**config.mk**
```make
export PLATFORM = sky130hd
export DESIGN_NAME = pwt_top
export DESIGN_NICKNAME = d
export VERILOG_FILES = /design/src/inc/pwt_pkg.sv /design/src/logic/pwt_top.sv /design/src/logic/pwt_trim.sv /design/src/logic/pwt_tick.sv
export VERILOG_INCLUDE_DIRS = /design/src /design/src/inc
export SDC_FILE = /design/constraint.sdc
export NUM_CORES = 1
export LEC_CHECK = 0
export ABC_AREA = 1
export BUFFER_PORTS_ARGS = -buffer_cell sky130_fd_sc_hd__buf_2
export CORE_MARGIN = 8
export CORE_UTILIZATION = 50
export CTS_CLUSTER_DIAMETER = 80
export DETAILED_ROUTE_END_ITERATION = 7
export PLACE_DENSITY = 0.72
export SLEW_MARGIN = 10
export SYNTH_ARGS = -nofsm -noshare
export SYNTH_HDL_FRONTEND = slang
export SYNTH_SLANG_ARGS = --single-unit
```
**constraint.sdc**
```tcl
create_clock -name clk -period 2.55 [get_ports clk]
set_input_delay 0.255 -clock clk [delete_from_list [all_inputs] [get_ports clk]]
set_output_delay 0.255 -clock clk [all_outputs]
set_load 0.02 [all_outputs]
```
**src/inc/pwt_map.svh**
```systemverilog
/*
  Named constants of the polling and wakeup timer: clock rates, calibration
  figures, control bit positions and reset values.
  Assumes the register clock is the crystal reference running at 20 MHz.
*/
`ifndef PWT_MAP_SVH
`define PWT_MAP_SVH
// ****************************************************************
// timing
// ****************************************************************
`define PWT_CLK_NS        50
`define PWT_LPOSC_NS      40000
`define PWT_TICK_NS       62500
`define PWT_TRIM_NOM      (`PWT_LPOSC_NS / `PWT_CLK_NS)
`define PWT_TICK_CYC      (`PWT_TICK_NS / `PWT_CLK_NS)
`define PWT_SETTLE_EDGES  4
// ****************************************************************
// widths, bit positions and reset values
// ****************************************************************
`define PWT_TRIM_W        12
`define PWT_ACC_W         13
`define PWT_SETTLE_W      3
`define PWT_EXT_W         4
`define PWT_CTL_ON        0
`define PWT_CTL_LONG      1
`define PWT_CTL_KICK      2
`define PWT_INTERVAL_RST  8'hff
`define PWT_ACTION_RST    8'h00
`endif

```
**src/inc/pwt_pkg.sv**
```systemverilog
/*
  Types of the polling and wakeup timer: poll modes, calibration states,
  the wakeup action layout and the receive flag set.
  Assumes nothing beyond a SystemVerilog compiler.
*/
package pwt_pkg;
  // ****************************************************************
  // enumerations
  // ****************************************************************
  typedef enum logic [1:0] {
    PM_SLEEP = 2'h0,
    PM_HOLD  = 2'h1,
    PM_IDLE  = 2'h3,
    PM_RX    = 2'h2
  } pwt_mode_e;

  typedef enum logic [1:0] {
    TR_IDLE   = 2'h0,
    TR_SETTLE = 2'h1,
    TR_WAIT   = 2'h3,
    TR_MEAS   = 2'h2
  } pwt_trim_e;

  // ****************************************************************
  // structures
  // ****************************************************************
  typedef struct packed {
    logic       set_flags;
    logic [1:0] wake_chan_sel;
    logic       cmd_kind;
    logic [1:0] gain;
    pwt_mode_e  mode;
  } pwt_action_s;

  typedef struct packed {
    logic gain_flag_hi;
    logic gain_flag_lo;
    logic sub_cmd_flag;
    logic cmd_kind_flag;
    logic chan_flag_hi;
    logic chan_flag_lo;
  } pwt_rxflags_s;
endpackage : pwt_pkg

```
**src/logic/pwt_top.sv**
```systemverilog
/*
  Polling and wakeup timer top: control registers, calibration triggers,
  wakeup counter and the actions launched on each polling event.
  Assumes all inputs, the oscillator level included, are synchronous to clk,
  and that clk is the crystal reference.
*/
`timescale 1ns/1ps
`default_nettype none
`include "pwt_map.svh"
module pwt_top
  import pwt_pkg::*;
(
  // clock and reset
  input  wire logic                   clk,
  input  wire logic                   rst_n,
  // device state
  input  wire logic                   power_down,
  input  wire logic                   xo_ready,
  input  wire logic                   boot_default_pin,
  input  wire logic                   lowpower_osc_clk,
  // host register writes
  input  wire logic                   ctl_we,
  input  wire logic [2:0]             ctl_wdata,
  input  wire logic                   interval_we,
  input  wire logic [7:0]             interval_wdata,
  input  wire logic                   action_we,
  input  wire pwt_action_s            action_wdata,
  // receive flags currently held by the device
  input  wire pwt_rxflags_s           rx_flags_in,
  // register readback
  output logic [2:0]                  ctl_rd,
  output logic [7:0]                  interval_rd,
  output pwt_action_s                 action_rd,
  // wakeup results
  output logic                        irq_req,
  output logic                        wake_req,
  output logic                        rx_launch,
  output pwt_rxflags_s                rx_flags_out,
  output pwt_mode_e                   next_mode,
  output logic                        cal_busy
);
  // ****************************************************************
  // declarations
  // ****************************************************************
  logic                      poll_timer_on;
  logic                      long_span_sel;
  logic [7:0]                wakeup_interval;
  pwt_action_s               wakeup_action;
  logic                      boot_done;
  logic                      lp_q;
  logic                      lp_rise;
  logic                      pd_q;
  logic                      auto_armed;
  logic                      auto_go;
  logic                      kick_go;
  logic                      cal_start;
  logic                      cal_run_ok;
  logic [`PWT_TRIM_W-1:0]    tick_trim_value;
  logic                      trim_busy;
  logic                      trimmed_tick;
  logic [`PWT_EXT_W-1:0]     span_pre;
  logic                      wake_tick;
  logic [7:0]                poll_count;
  logic                      shrink;
  logic                      poll_event;
  logic                      rx_event;

  // ****************************************************************
  // control registers
  // ****************************************************************
  // the strap is caught on the first edge after release, never in reset
  always_ff @(posedge clk or negedge rst_n)
  begin
    if (!rst_n)
      boot_done <= 1'b0;
    else
      boot_done <= 1'b1;
  end

  always_ff @(posedge clk or negedge rst_n)
  begin
    if (!rst_n)
      poll_timer_on <= 1'b0;
    else if (!boot_done)
      poll_timer_on <= boot_default_pin;
    else if (ctl_we)
      poll_timer_on <= ctl_wdata[`PWT_CTL_ON];
  end

  always_ff @(posedge clk or negedge rst_n)
  begin
    if (!rst_n)
      long_span_sel <= 1'b0;
    else if (ctl_we)
      long_span_sel <= ctl_wdata[`PWT_CTL_LONG];
  end

  always_ff @(posedge clk or negedge rst_n)
  begin
    if (!rst_n)
      wakeup_interval <= `PWT_INTERVAL_RST;
    else if (interval_we)
      wakeup_interval <= interval_wdata;
  end

  always_ff @(posedge clk or negedge rst_n)
  begin
    if (!rst_n)
      wakeup_action <= pwt_action_s'(`PWT_ACTION_RST);
    else if (action_we)
      wakeup_action <= action_wdata;
  end

  // kick is never stored, so it reads back as zero
  always_ff @(posedge clk or negedge rst_n)
  begin
    if (!rst_n)
    begin
      ctl_rd      <= 3'h0;
      interval_rd <= `PWT_INTERVAL_RST;
      action_rd   <= pwt_action_s'(`PWT_ACTION_RST);
    end
    else
    begin
      ctl_rd      <= {1'b0, long_span_sel, poll_timer_on};
      interval_rd <= wakeup_interval;
      action_rd   <= wakeup_action;
    end
  end

  // ****************************************************************
  // calibration triggers
  // ****************************************************************
  // gating on the old timer-on value drops a kick in the enabling write
  assign kick_go = ctl_we && ctl_wdata[`PWT_CTL_KICK] && poll_timer_on
                   && xo_ready && !power_down;
  assign auto_go    = auto_armed && xo_ready && !power_down;
  assign cal_run_ok = poll_timer_on && xo_ready && !power_down;

  always_ff @(posedge clk or negedge rst_n)
  begin
    if (!rst_n)
      pd_q <= 1'b0;
    else
      pd_q <= power_down;
  end

  always_ff @(posedge clk or negedge rst_n)
  begin
    if (!rst_n)
      auto_armed <= 1'b0;
    else if (power_down)
      auto_armed <= 1'b0;
    else if (pd_q)
      auto_armed <= 1'b1;
    else if (xo_ready)
      auto_armed <= 1'b0;
  end

  always_ff @(posedge clk or negedge rst_n)
  begin
    if (!rst_n)
      cal_start <= 1'b0;
    else
      cal_start <= kick_go || auto_go;
  end

  always_ff @(posedge clk or negedge rst_n)
  begin
    if (!rst_n)
      cal_busy <= 1'b0;
    else
      cal_busy <= trim_busy;
  end

  // ****************************************************************
  // oscillator edge, calibration and trimmed tick
  // ****************************************************************
  always_ff @(posedge clk or negedge rst_n)
  begin
    if (!rst_n)
      lp_q <= 1'b0;
    else
      lp_q <= lowpower_osc_clk;
  end

  assign lp_rise = lowpower_osc_clk && !lp_q;

  pwt_trim u_trim (
    .clk        (clk),
    .rst_n      (rst_n),
    .start      (cal_start),
    .run_ok     (cal_run_ok),
    .lp_rise    (lp_rise),
    .trim_value (tick_trim_value),
    .busy       (trim_busy)
  );

  pwt_tick u_tick (
    .clk        (clk),
    .rst_n      (rst_n),
    .run        (poll_timer_on),
    .lp_rise    (lp_rise),
    .trim_value (tick_trim_value),
    .tick       (trimmed_tick)
  );

  // ****************************************************************
  // wake tick and polling counter
  // ****************************************************************
  always_ff @(posedge clk or negedge rst_n)
  begin
    if (!rst_n)
      span_pre <= '0;
    else if (!poll_timer_on)
      span_pre <= '0;
    else if (trimmed_tick)
      span_pre <= span_pre + `PWT_EXT_W'(1);
  end

  assign wake_tick  = trimmed_tick && (!long_span_sel || (&span_pre));
  assign shrink     = interval_we && ((interval_wdata < poll_count)
                      || (wake_tick && interval_wdata == poll_count
                          && poll_count != wakeup_interval));
  assign poll_event = poll_timer_on && wake_tick && !shrink
                      && (poll_count == wakeup_interval);
  assign rx_event   = poll_event && (wakeup_action.mode == PM_RX);

  always_ff @(posedge clk or negedge rst_n)
  begin
    if (!rst_n)
      poll_count <= 8'h00;
    else if (!poll_timer_on)
      poll_count <= 8'h00;
    else if (shrink)
      poll_count <= 8'h00;
    else if (wake_tick)
      poll_count <= poll_event ? 8'h00 : poll_count + 8'h01;
  end

  // ****************************************************************
  // event actions
  // ****************************************************************
  always_ff @(posedge clk or negedge rst_n)
  begin
    if (!rst_n)
      irq_req <= 1'b0;
    else
      irq_req <= poll_event;
  end

  always_ff @(posedge clk or negedge rst_n)
  begin
    if (!rst_n)
      next_mode <= PM_SLEEP;
    else if (poll_event)
      next_mode <= wakeup_action.mode;
  end

  always_ff @(posedge clk or negedge rst_n)
  begin
    if (!rst_n)
    begin
      rx_launch <= 1'b0;
      wake_req  <= 1'b0;
    end
    else
    begin
      rx_launch <= rx_event;
      wake_req  <= rx_event && power_down;
    end
  end

  always_ff @(posedge clk or negedge rst_n)
  begin
    if (!rst_n)
      rx_flags_out <= '0;
    else if (rx_event && wakeup_action.set_flags)
    begin
      rx_flags_out.gain_flag_hi  <= wakeup_action.gain[1];
      rx_flags_out.gain_flag_lo  <= wakeup_action.gain[0];
      rx_flags_out.sub_cmd_flag  <= 1'b1;
      rx_flags_out.cmd_kind_flag <= wakeup_action.cmd_kind;
      rx_flags_out.chan_flag_hi  <= wakeup_action.wake_chan_sel[1];
      rx_flags_out.chan_flag_lo  <= wakeup_action.wake_chan_sel[0];
    end
    else if (rx_event)
      rx_flags_out <= rx_flags_in;
  end
endmodule : pwt_top
`default_nettype wire

```
**src/logic/pwt_trim.sv**
```systemverilog
/*
  Calibration engine: waits for the low-power oscillator to settle, then
  counts reference cycles over one oscillator period.
  Assumes lp_rise is a one-cycle pulse per oscillator rising edge.
*/
`timescale 1ns/1ps
`default_nettype none
`include "pwt_map.svh"
module pwt_trim
  import pwt_pkg::*;
(
  // clock and reset
  input  wire logic                   clk,
  input  wire logic                   rst_n,
  // control
  input  wire logic                   start,
  input  wire logic                   run_ok,
  input  wire logic                   lp_rise,
  // result
  output logic [`PWT_TRIM_W-1:0]      trim_value,
  output logic                        busy
);
  pwt_trim_e                 state;
  logic [`PWT_SETTLE_W-1:0]  settle_cnt;
  logic [`PWT_TRIM_W-1:0]    meas;

  always_ff @(posedge clk or negedge rst_n)
  begin
    if (!rst_n)
      state <= TR_IDLE;
    else if (!run_ok)
      state <= TR_IDLE;
    else
      unique case (state)
        TR_IDLE:   if (start) state <= TR_SETTLE;
        TR_SETTLE: if (lp_rise && settle_cnt == `PWT_SETTLE_W'(`PWT_SETTLE_EDGES - 1))
                     state <= TR_WAIT;
        TR_WAIT:   if (lp_rise) state <= TR_MEAS;
        TR_MEAS:   if (lp_rise) state <= TR_IDLE;
      endcase
  end

  always_ff @(posedge clk or negedge rst_n)
  begin
    if (!rst_n)
      settle_cnt <= '0;
    else if (state != TR_SETTLE)
      settle_cnt <= '0;
    else if (lp_rise)
      settle_cnt <= settle_cnt + `PWT_SETTLE_W'(1);
  end

  // saturates so a stopped oscillator cannot wrap to a tiny period
  always_ff @(posedge clk or negedge rst_n)
  begin
    if (!rst_n)
      meas <= `PWT_TRIM_W'(1);
    else if (state != TR_MEAS)
      meas <= `PWT_TRIM_W'(1);
    else if (meas != '1)
      meas <= meas + `PWT_TRIM_W'(1);
  end

  // only a full measurement replaces the value in use
  always_ff @(posedge clk or negedge rst_n)
  begin
    if (!rst_n)
      trim_value <= `PWT_TRIM_W'(`PWT_TRIM_NOM);
    else if (run_ok && state == TR_MEAS && lp_rise)
      trim_value <= meas;
  end

  assign busy = (state != TR_IDLE);
endmodule : pwt_trim
`default_nettype wire

```
**src/logic/pwt_tick.sv**
```systemverilog
/*
  Modulo counter that turns low-power oscillator edges into trimmed ticks.
  Assumes trim_value holds reference cycles per oscillator period.
*/
`timescale 1ns/1ps
`default_nettype none
`include "pwt_map.svh"
module pwt_tick
(
  // clock and reset
  input  wire logic                   clk,
  input  wire logic                   rst_n,
  // inputs
  input  wire logic                   run,
  input  wire logic                   lp_rise,
  input  wire logic [`PWT_TRIM_W-1:0] trim_value,
  // output
  output logic                        tick
);
  localparam logic [`PWT_ACC_W-1:0] TICK_CYC = `PWT_ACC_W'(`PWT_TICK_CYC);
  logic [`PWT_ACC_W-1:0] acc;
  logic [`PWT_ACC_W-1:0] sum;

  assign sum = acc + `PWT_ACC_W'(trim_value);

  // remainder carried so the long-run rate stays exact
  always_ff @(posedge clk or negedge rst_n)
  begin
    if (!rst_n)
      acc <= '0;
    else if (!run)
      acc <= '0;
    else if (lp_rise)
      acc <= (sum >= TICK_CYC) ? sum - TICK_CYC : sum;
  end

  always_ff @(posedge clk or negedge rst_n)
  begin
    if (!rst_n)
      tick <= 1'b0;
    else
      tick <= run && lp_rise && (sum >= TICK_CYC);
  end
endmodule : pwt_tick
`default_nettype wire

```
Word-level counts from Yosys, hierarchy flattened. Index checks and enable logic that the tools add are counted.

Add/sub/neg operators: 6. Magnitude comparators: 2. Equal/unequal tests: 19. Multiplexer cells: 26. Reductions and logical operators: 39.

Operators with widths (number): $mux 13 (3); $mux 8 (4); $logic_and 1x1->1 (24); $mux 12 (2); $eq 8x8->1 (2); $add 13x12->13 (1); $ge 13x11->1 const B (1); $sub 13x11->13 const B (1); $add 12x1->12 const B (1); $mux 6 (2); $ne 12x12->1 const B (1); $mux 2 (5); $add 8x1->8 const B (1); $lt 8x8->1 (1); $mux 4 (2); $ne 8x8->1 (1); $pmux 2 s4 (1); $reduce_and 4->1 (2); $reduce_bool 2->1 (4); $eq 2x2->1 const B (3); $mux 3 (2); $ne 2x1->1 const B (3); $ne 3x2->1 const B (2); $ne 3x3->1 const B (2); 11 further kinds (21).

Register bits after elaboration: 108. Input bits: 34. Output and inout port bits: 31. Word-level logic and storage cells: 131.

Depth between registers and ports, before layout. Gate-level depths: netlist of run 1.

Word-level depth: 14. Mapped depth: 21. Mapped depth without buffers: 21.

Cells and area by module. Synthesis of run 1 repeated with hierarchy kept, for this count alone.

Cells, all modules: 758. Area total of the unflattened synthesis: 6024.5 sq um.

Modules (own cells, without submodules): pwt_top (instances 1, cells each 280, area an instance 2847.7 sq um, seq. area each 1646.6 sq um); pwt_tick (instances 1, cells each 302, area an instance 1744.2 sq um, seq. area each 350.3 sq um); pwt_trim (instances 1, cells each 176, area an instance 1432.6 sq um, seq. area each 730.7 sq um).

Least setup slack after synthesis of run 1. Ideal clock, no wire load.

Kind: register to register. Start point: reg u_trim.trim_value[0]. End point: reg u_tick.acc[9]. Library setup time: 0.124 ns. Arrival: 2.254 ns. Data required time: 2.426 ns. Slack: 0.172 ns. Stages on the path, launching flop included: 19. Path buffers: 1. Clock period less this slack: 2.378 ns. Cells stage by stage: dfrtp_1 -> ha_1 -> inv_1 -> fa_1 -> inv_1 -> nand2_1 -> nand2_1 -> nand2_1 -> xor2_2 -> inv_1 -> nor2_1 -> nand2_1 -> nor2_2 -> nand2_4 -> nand3_4 -> buf_6 -> nand2_1 -> nand2_1 -> nand3_1.

Cells in the longest elaborated chain, start to end: 5. Elaborated cells between the ends (all ways): 6. Those cells by class: 2 x add/sub; 1 x order compare; 3 x mux.

RTL lines: from (decl) (line pwt_trim.sv:20) `` output logic [`PWT_TRIM_W-1:0] trim_value, ``; from (signal assigned) (line pwt_trim.sv:68) `` trim_value <= `PWT_TRIM_W'(`PWT_TRIM_NOM); ``; from (signal assigned) (line pwt_trim.sv:70) `trim_value <= meas;`; $add 13x12->13 * (line pwt_tick.sv:24) `` assign sum = acc + `PWT_ACC_W'(trim_value); ``; $sub 13x11->13 or $ge 13x11->1 (tied branches) (line pwt_tick.sv:34) `acc <= (sum >= TICK_CYC) ? sum - TICK_CYC : sum;`; $mux 13 * (line pwt_tick.sv:34); $mux 13 * (line pwt_tick.sv:33) `else if (lp_rise)`; $mux 13 * (line pwt_tick.sv:31) `else if (!run)`; to (signal assigned) (line pwt_tick.sv:34); to (decl) (line pwt_tick.sv:21) `` logic [`PWT_ACC_W-1:0] acc; ``.

Every way passes the cells marked *; elsewhere a longest branch is shown, timed or not. The select of a mux whose other input is x is not followed. A chain may end at the register's enable or synchronous reset.

Worst setup path after layout of run 1.
Start point: reg u_trim.trim_value[0]. End point: reg u_tick.acc[3].

Same word-level chain as after synthesis.

==> summary.md, run 1 <==
- 3 — number of buffer and inverter instances along the worst setup path
- 53.9% — sequential power share
- 0.35 ns — clock latency on the worst-skew pair
- 0.0292 ns — smallest hold slack
- 48 — pin count of the biggest net entering global routing
- 0.156 ns — Setup WS post-layout
- 50.9% — Starting Density
- 4 — number of detailed-route iterations in the first pass
- 200 — starting DRC count in detailed routing
- 0.36 ns — maximum single-stage delay on the critical path
- 0.549 ns — measured slew at the worst slew-check pin
- 690 — number of instances in the synthesized netlist
- 1.56% — mux contribution to synthesized area
- 7.6% — Comb power frac
- 23000 um — first-pass GRT wire length
- 39 — site row count
- 503 mW/mm^2 — power density cells
- 0.00273 mm^2 — area taken by flip-flops and latches
- register — critical path endpoint category
- register — crit start category
- sky130_fd_sc_hd__dfrtp_1 — cell type contributing the most total cell area after synthesis
- 3.49 nW — Lkg Pwr
- -0.00202 ns — worst setup slack before clock tree synthesis
- 38.2% — Yosys top cell area share
- 751 — post-synthesis net count
- primary input to register — Hold WC Path Type
- 8.38% — compound-gate portion of the synthesized area
- 47.3% — sequential area share after synthesis
- 11 — peak fanout along the critical path
- 1027 — fillers
- 0.000835 W — net switching power figure
- sky130_fd_sc_hd__nand2_1 (193), sky130_fd_sc_hd__inv_1 (89), sky130_fd_sc_hd__dfrtp_1 (88) — top cell types by occurrence after synthesis
- 108 — sink count of the clock tree
- 838 — number of nets in the final layout
- 14.8 um — detail-routed net length per standard cell
- 0.418 GHz — highest achievable clock rate
- 123 um — vertical die dimension
- 0.07 ns — clock slew at reported path FFs
- sky130_fd_sc_hd__dfrtp_1 (38%), sky130_fd_sc_hd__nand2_1 (13%), sky130_fd_sc_hd__dfstp_2 (9.1%), sky130_fd_sc_hd__inv_1 (5.8%), sky130_fd_sc_hd__ha_1 (5.6%) — largest cells by area after synthesis
- 0.0113 mm^2 — placeable core region
- sky130_fd_sc_hd__nand2_1 — library cell with the highest instance count after synthesis
- 1 — number of antenna violations at the first check in global routing
- 123 um — horizontal extent of the die
- 8.35 um^2 — syn_area_per_cell
- 108 — FF+latch count, synth
- register to register — kind of critical path
- sky130_fd_sc_hd__dfrtp_1 — Slowest cell on crit path
- 63 — Port Buffer Count
- 24.7% — switching share of power
- 0.00268 mm^2 — footprint of the multi-input gates
- simple AND/OR/NAND/NOR gates — combinational family with the most area after synthesis
- 0.890 — final estimated routing congestion in global placement
- 40 — Cell variety after synth
- 0 — Antenna diodes
- 2.79 ns — required arrival time at the worst endpoint
- 63.3% — max-slew headroom at the worst pin
- 0 — count of final max-slew check failures
- 10600 um — total half-perimeter wirelength after legalization and detailed placement
- 0.00631 mm^2 — Area after DPL
- sky130_fd_sc_hd__nand2_1 — dominant cell type by count on the critical path
- simple AND/OR/NAND/NOR gates — kind of cell with the highest combined delay on the critical path
- 0 — max capacitance violation total
- 13700 um — post-detailed-routing wire length
- 3 — count of H-tree levels built during CTS
- 0 — setup violators final
- 26.8% — Post-Synth Simple-Gate Area
- 5008 — vias in the first global route
- built — clock tree from TritonCTS
- ha_2, inv_1, fa_2, inv_1, nand2_1, nand2_2, nand3_1, nand2_1, nand2_1, nand2_1, xor2_2, nor2_4, buf_12, nand3_4, nand2_1, nand3_1, nand2_1 — crit path cell chain
- 100% — fraction of registers with async set or reset after synthesis
- 0.00255 W — cell internal power dissipation
- 0 — residual DRC count
- 5.99% — post-synthesis adder-cell area fraction
- 2 — CTS Buffer Depth
- 0.000449 V — Peak supply drop
- 38.5% — clock share of power
- 0.00576 mm^2 — netlist area before placement
- 65 — I/O pin cnt
- 0 — final global-route overflow total
- 0.0152 mm^2 — Die ar.
- 2.63 ns — crit path DAT
- 0.00673 mm^2 — Non-Filler Cell Area, Final
- 16.7% — Area growth syn-to-layout
- 21.4% — fraction of layout instances using a drive strength above 1
- 2.84% — post-synthesis share of cell area spent on xor and xnor gates
- 0 — Fin. Hold Viols
- 0.00556 ns — Final Skew
- 59.4% — final standard cell utilization of the core
- 4843 — total via count in the routed design
- completed — status
- sky130_fd_sc_hd__dfrtp_1 — Most used DFF post-synth
- 18.9% — combined global-route utilization of all metal layers
- 93.9% — final critical-path share of the clock period
- 5.24 — vias per cell
- 2.39 ns — final critical delay including setup and external delays
- sky130_fd_sc_hd__clkbuf_16 — library cell used as clock root buffer
- 0 ns — Setup Total Neg Slack
- 9 — CTS buffer count
- 0 — Ys Warns
- 0 — count of nets left with antenna violations after detail routing
- 0 — Post-synth EDFFs
## stage by stage
step / power (W) / std cells
floorplan: 0.00198 / 690
global placement: 0.00211 / 898
detailed placement: 0.00212 / 898
CTS: 0.00342 / 916
global route: 0.00352 / 925
finish: 0.00338 / 925
## layer usage
layer / part of all wire [%] / up-vias / track usage, %
met1: 44 / 2272 / 22.4
met4: 3.1 / 2 / 8.95
met5: 0.073 / - / 0
met3: 4.3 / 29 / 3.65
met2: 49 / 124 / 32.3
li1: - / 2416 / -
## layout by cell type (no fill, tap or decap), types with 3 or more instances in the layout
master	n
sky130_fd_sc_hd__o22ai_1	9
sky130_fd_sc_hd__dfstp_2	20
sky130_fd_sc_hd__nor3_1	15
sky130_fd_sc_hd__nor2_4	4
sky130_fd_sc_hd__ha_1	25
sky130_fd_sc_hd__inv_1	88
sky130_fd_sc_hd__nor2_2	4
sky130_fd_sc_hd__buf_4	19
sky130_fd_sc_hd__mux2_2	8
sky130_fd_sc_hd__dfrtp_1	88
sky130_fd_sc_hd__nand4_1	16
sky130_fd_sc_hd__clkbuf_16	9
sky130_fd_sc_hd__clkinv_4	3
sky130_fd_sc_hd__nand3_1	44
sky130_fd_sc_hd__nor2_1	39
sky130_fd_sc_hd__nand3_2	7
sky130_fd_sc_hd__inv_2	6
sky130_fd_sc_hd__nand2_2	6
sky130_fd_sc_hd__nand3b_1	3
sky130_fd_sc_hd__o21a_1	6
sky130_fd_sc_hd__buf_2	62
sky130_fd_sc_hd__nand2_1	191
sky130_fd_sc_hd__a21oi_1	20
sky130_fd_sc_hd__o21ai_0	40
sky130_fd_sc_hd__xor2_1	13
sky130_fd_sc_hd__nand2_4	5
sky130_fd_sc_hd__o211ai_1	6
## registers in the layout (all words and copies together) (netlist names), 2 cells and up
name,flops
action_rd,8
ctl_rd,2
interval_rd,8
next_mode,2
poll_count,8
rx_flags_out,6
span_pre,4
u_tick.acc,13
u_trim.meas,12
u_trim.settle_cnt,3
u_trim.state,2
u_trim.trim_value,12
wakeup_action,8
wakeup_interval,8
## final cells by class
cell class                 instances  share of cell area [%]
clock buffer                      10                    3.40
clock inverter                     6                   0.744
inverter                          95                    5.32
multi-input combinational        479                    39.9
sequential                       108                    40.5
tap                              143                    2.66
timing repair buffer              84                    7.47
## path summary, 6_finish.rpt
path,start,to,slack (ns),depth (start not counted)
setup / recovery,u_trim.trim_value[0],u_tick.acc[3],0.16,17
hold / removal,lowpower_osc_clk,lp_q,0.03,1
setup reg to reg,u_trim.trim_value[0],u_tick.acc[3],0.16,17
hold reg to reg,wakeup_action[3],action_rd[3],0.38,0
max in group asynchronous,rst_n,wakeup_interval[4],1.36,3
min in group asynchronous,rst_n,u_tick.acc[4],0.42,2
## power groups by stage
stage          Clock [W]  Sequential [W]  Combinational [W]
6_report         0.00130         0.00183           0.000256
5_1_grt          0.00140         0.00183           0.000288
4_1_cts          0.00134         0.00183           0.000261
3_5_place_dp           0         0.00186           0.000259
3_3_place_gp           0         0.00186           0.000252
2_1_floorplan          0         0.00189          0.0000954
## kinds of logic after synthesis
group / count (synthesis)
AND/OR/NAND/NOR: 338
flip-flops: 108
buffers and inverters: 104
AO/OA/AOI/OAI: 86
adder cells (fa/ha/maj): 27
XOR/XNOR: 17
multiplexers: 8
other: 2
## what timing repair did
action	CTS	global route
hold buffers	1	0
setup buffers	1	8
pin swaps	0	8
cloned	0	1
gates resized for setup	0	11
endpoints found under the setup margin	3	13
hold endpoints to repair	19	0
No activity file was read; power rests on OpenSTA's default activity.
==> run 2, diff against run 1 <==
--- a/config.mk
+++ b/config.mk
@@ -6,7 +6,6 @@
 export SDC_FILE = /design/constraint.sdc
 export NUM_CORES = 1
 export LEC_CHECK = 0
-export ABC_AREA = 1
 export BUFFER_PORTS_ARGS = -buffer_cell sky130_fd_sc_hd__buf_2
 export CORE_MARGIN = 8
 export CORE_UTILIZATION = 50
==> constraint.sdc (replaced) <==
create_clock -name clk -period 2.2 [get_ports clk]
set_input_delay 0.22 -clock clk [delete_from_list [all_inputs] [get_ports clk]]
set_output_delay 0.22 -clock clk [all_outputs]
set_load 0.02 [all_outputs]
==> run 2 against run 1 <==
Effect of this change: routed wire length grew 10%; highest routed layer is now met4; critical endpoint is now u_tick.acc[1]; power grew 47%; sequential share of layout area shrank 4.6 points; sequential power grew 20%; critical path type unchanged; first-iteration DRC count grew 50%; register-to-register slack lost 0.94 ns; via count shrank 0.31%; critical path depth shrank 4; core utilization grew 7.8 points; the run now ends with setup timing left.
==> summary.md, run 2 <==
- 0.41 ns — maximum single-stage delay on the critical path, +0.05 ns
- 831 — fillers, -19%
- 3.21 ns — crit path DAT, +0.58 ns
- sky130_fd_sc_hd__dfrtp_1 (88), sky130_fd_sc_hd__nor2_1 (48), sky130_fd_sc_hd__mux2_2 (39) — top cell types by occurrence after synthesis
- 2.98 ns — final critical delay including setup and external delays, +0.589 ns
- 0 — max capacitance violation total, unchanged
- -0.784 ns — Setup WS post-layout, -0.939 ns
- 21 — setup violators final, +21
- u_tick.acc: 13 flops, u_trim.meas: 12 flops, u_trim.trim_value: 12 flops — Largest regs
- 0 — count of final max-slew check failures, unchanged
- 32.7% — Area growth syn-to-layout
- 0.000519 V — Peak supply drop, +15%
- sky130_fd_sc_hd__clkbuf_16 — library cell used as clock root buffer
- built — clock tree from TritonCTS
- 70 — Cell variety after synth, +75%
- sky130_fd_sc_hd__dfrtp_1 — cell type contributing the most total cell area after synthesis
- 0 — Antenna diodes, unchanged
- 9 — CTS buffer count, unchanged
- 10900 um — total half-perimeter wirelength after legalization and detailed placement, +2.9%
- 10.5 um^2 — syn_area_per_cell, +26%
- primary input to register — Hold WC Path Type
- 3.46 nW — Lkg Pwr, -0.85%
- 5.67 — vias per cell, +8.4%
- 63 — Port Buffer Count, unchanged
- register — critical path endpoint category
- 6 — peak fanout along the critical path, -5
- 108 — FF+latch count, synth, unchanged
- 38.6% — Yosys top cell area share, +0.35 points
- register — crit start category
- 0 — Fin. Hold Viols, unchanged
- 65 — I/O pin cnt, unchanged
- sky130_fd_sc_hd__buf_6 — dominant cell type by count on the critical path
- 42.1% — fraction of layout instances using a drive strength above 1, +21 points
- 67.3% — final standard cell utilization of the core, +7.8 points
- 13 — Largest register FFs, unchanged
- 656 mW/mm^2 — power density cells, +31%
- 39 — site row count, unchanged
- 40 — pin count of the biggest net entering global routing, -17%
- 25100 um — first-pass GRT wire length, +9.5%
- 0 — number of antenna violations at the first check in global routing, -1
- 0 — count of nets left with antenna violations after detail routing, unchanged
- 0 — Post-synth EDFFs, unchanged
- 50.7% — Starting Density, -0.25 points
- simple AND/OR/NAND/NOR gates — kind of cell with the highest combined delay on the critical path
- 0.335 GHz — highest achievable clock rate, -20%
- sky130_fd_sc_hd__nor4_4 — Slowest cell on crit path
- 108 — sink count of the clock tree, unchanged
- setup timing — violated checks
- 47.8% — sequential area share after synthesis, +0.44 points
- 3 — number of buffer and inverter instances along the worst setup path, unchanged
- sky130_fd_sc_hd__buf_4 — most common library cell in the layout ignoring fill and taps
- 0.850 — final estimated routing congestion in global placement, -4.5%
- 2 — CTS Buffer Depth, unchanged
- 0.07 ns — clock slew at reported path FFs, about the same
- 3 — count of H-tree levels built during CTS, unchanged
- 0.00571 mm^2 — netlist area before placement, -0.91%
- sky130_fd_sc_hd__dfrtp_1 — library cell with the highest instance count after synthesis
- 0.00498 W — Design Power, +47%
- 123 um — vertical die dimension, -0.40%
- ha_4, inv_2, fa_2, and2b_2, o2111ai_4, and3b_2, nor4_4, nand4_4, buf_6, o21ai_4, buf_6, or3_1, a31oi_1 — crit path cell chain
- 0.611 ns — measured slew at the worst slew-check pin, +0.0622 ns
- u_tick.acc — Top reg by flops
- -0.861 ns — worst setup slack before clock tree synthesis, -0.859 ns
- register to register — kind of critical path
- 123 um — horizontal extent of the die, -0.40%
- 851 — final cell count without fillers, -8.0%
- sky130_fd_sc_hd__buf_4 (92), sky130_fd_sc_hd__dfrtp_1 (88), sky130_fd_sc_hd__buf_2 (62), sky130_fd_sc_hd__nor2_1 (46), sky130_fd_sc_hd__nand2_1 (34) — most used cells in the layout excluding fill and tap cells
- sky130_fd_sc_hd__dfrtp_1 — Most used DFF post-synth
- 6 — number of detailed-route iterations in the first pass, +2
- 604 — post-synthesis net count, -20%
- 764 — number of nets in the final layout, -8.8%
- 136% — final critical-path share of the clock period, +42 points
- 59.3% — max-slew headroom at the worst pin, -4.0 points
- 17.7 um — detail-routed net length per standard cell, +20%
- 2.42 ns — required arrival time at the worst endpoint, -0.37 ns
- 0.35 ns — clock latency on the worst-skew pair, about the same
- 543 — number of instances in the synthesized netlist, -21%
- 0.00729 ns — Final Skew, +0.00173 ns
- 0.0113 mm^2 — placeable core region, -0.43%
- finished, violations left — status
- sky130_fd_sc_hd__dfrtp_1 (39%), sky130_fd_sc_hd__dfstp_2 (9.2%), sky130_fd_sc_hd__mux2_2 (7.7%), sky130_fd_sc_hd__ha_1 (5.7%), sky130_fd_sc_hd__nor2_1 (3.2%) — largest cells by area after synthesis
- 0 — Ys Warns, unchanged
- 815 — number of placed instances with taps included, -9.2%
- 0.0151 mm^2 — Die ar., -0.79%
- 5268 — vias in the first global route, +5.2%
- 20.7% — combined global-route utilization of all metal layers, +1.8 points
- 4828 — total via count in the routed design, -0.31%
- 0 — final global-route overflow total, unchanged
- 15100 um — post-detailed-routing wire length, +10%
- 0 — residual DRC count, unchanged
- 100% — fraction of registers with async set or reset after synthesis, unchanged
- 300 — starting DRC count in detailed routing, +50%
- true — RSZ-0062 raised after global routing
-- run 2: report_power, final --
group	switching, W	internal, W	leakage (nW)
registers	0.0000762	0.00212	1.37
logic	0.000652	0.000548	1.94
clock network	0.000760	0.000822	0.147
total	0.00149	0.00349	3.46
-- run 2: routing by layer --
metal  GRT usage (%)  share of wire, %
met1            24.1                41
met2            36.4                51
met3            3.91               4.8
met4            8.68               2.7
met5               0                 0
-- run 2: timing repair --
item                                   in CTS  in global routing
resized for setup                          33                 19
hold buffers                                2                  0
pin swaps                                  21                 23
endpoints found under the hold margin      21                  0
gates cloned                                1                  0
setup endpoints to repair                  21                 25
buffers inserted                           13                  4
-- run 2: through the flow --
step	hold slack, ns	instance area, um^2	setup TNS, ns
final	0.0447	7580	-10.65
after global routing	0.0433	7580	-13.10
after CTS	0.0310	7470	-9.96
after detailed placement	0.240	6900	-11.16
after global placement	0.231	6900	-10.0
after floorplan	-0.0756	5840	-7.24
-- run 2: final timing paths --
kind,start,slack [ns],depth (start not counted),endpoint
max,u_trim.trim_value[0],-0.78,13,u_tick.acc[1]
min,power_down,0.04,1,pd_q
max reg2reg,u_trim.trim_value[0],-0.78,13,u_tick.acc[1]
min reg2reg,wakeup_interval[3],0.38,0,interval_rd[3]
max in group asynchronous,rst_n,1.13,3,u_trim.meas[0]
min in group asynchronous,rst_n,0.42,2,u_tick.acc[4]
-- run 2: worst reg2reg max path, stage by stage (launching register included) --
cell and delay (ns):
sky130_fd_sc_hd__dfrtp_1 0.40, sky130_fd_sc_hd__ha_4 0.15, sky130_fd_sc_hd__inv_2 0.03, sky130_fd_sc_hd__fa_2 0.34
sky130_fd_sc_hd__and2b_2 0.26, sky130_fd_sc_hd__o2111ai_4 0.17, sky130_fd_sc_hd__and3b_2 0.27, sky130_fd_sc_hd__nor4_4 0.41
sky130_fd_sc_hd__nand4_4 0.18, sky130_fd_sc_hd__buf_6 0.17, sky130_fd_sc_hd__o21ai_4 0.21, sky130_fd_sc_hd__buf_6 0.13
sky130_fd_sc_hd__or3_1 0.08, sky130_fd_sc_hd__a31oi_1 0.07
-- run 2: kinds of logic (layout without fill, tap and decap cells) --
kind of cell | Yosys count | count (layout) | share of synthesized area, %
other | 2 | 2 | 0.131
adder cells (fa/ha/maj) | 27 | 27 | 6.05
flip-flops | 108 | 108 | 47.8
AND/OR/NAND/NOR | 182 | 182 | 16.8
XOR/XNOR | 26 | 26 | 4.12
buffers and inverters | 41 | 205 | 3.11
multiplexers | 46 | 46 | 8.92
AO/OA/AOI/OAI | 111 | 112 | 13.1
-- run 2: layout make-up --
type                            count  area [um^2]  share of cell area [%]
Timing Repair Buffer              167         1170                    15.4
Multi-Input combinational cell    395         3130                    41.2
Clock buffer                       10          239                    3.15
Clock inverter                      6         56.3                   0.743
Inverter                           22         82.6                    1.09
Tap cell                          143          179                    2.36
Sequential cell                   108         2730                    36.0
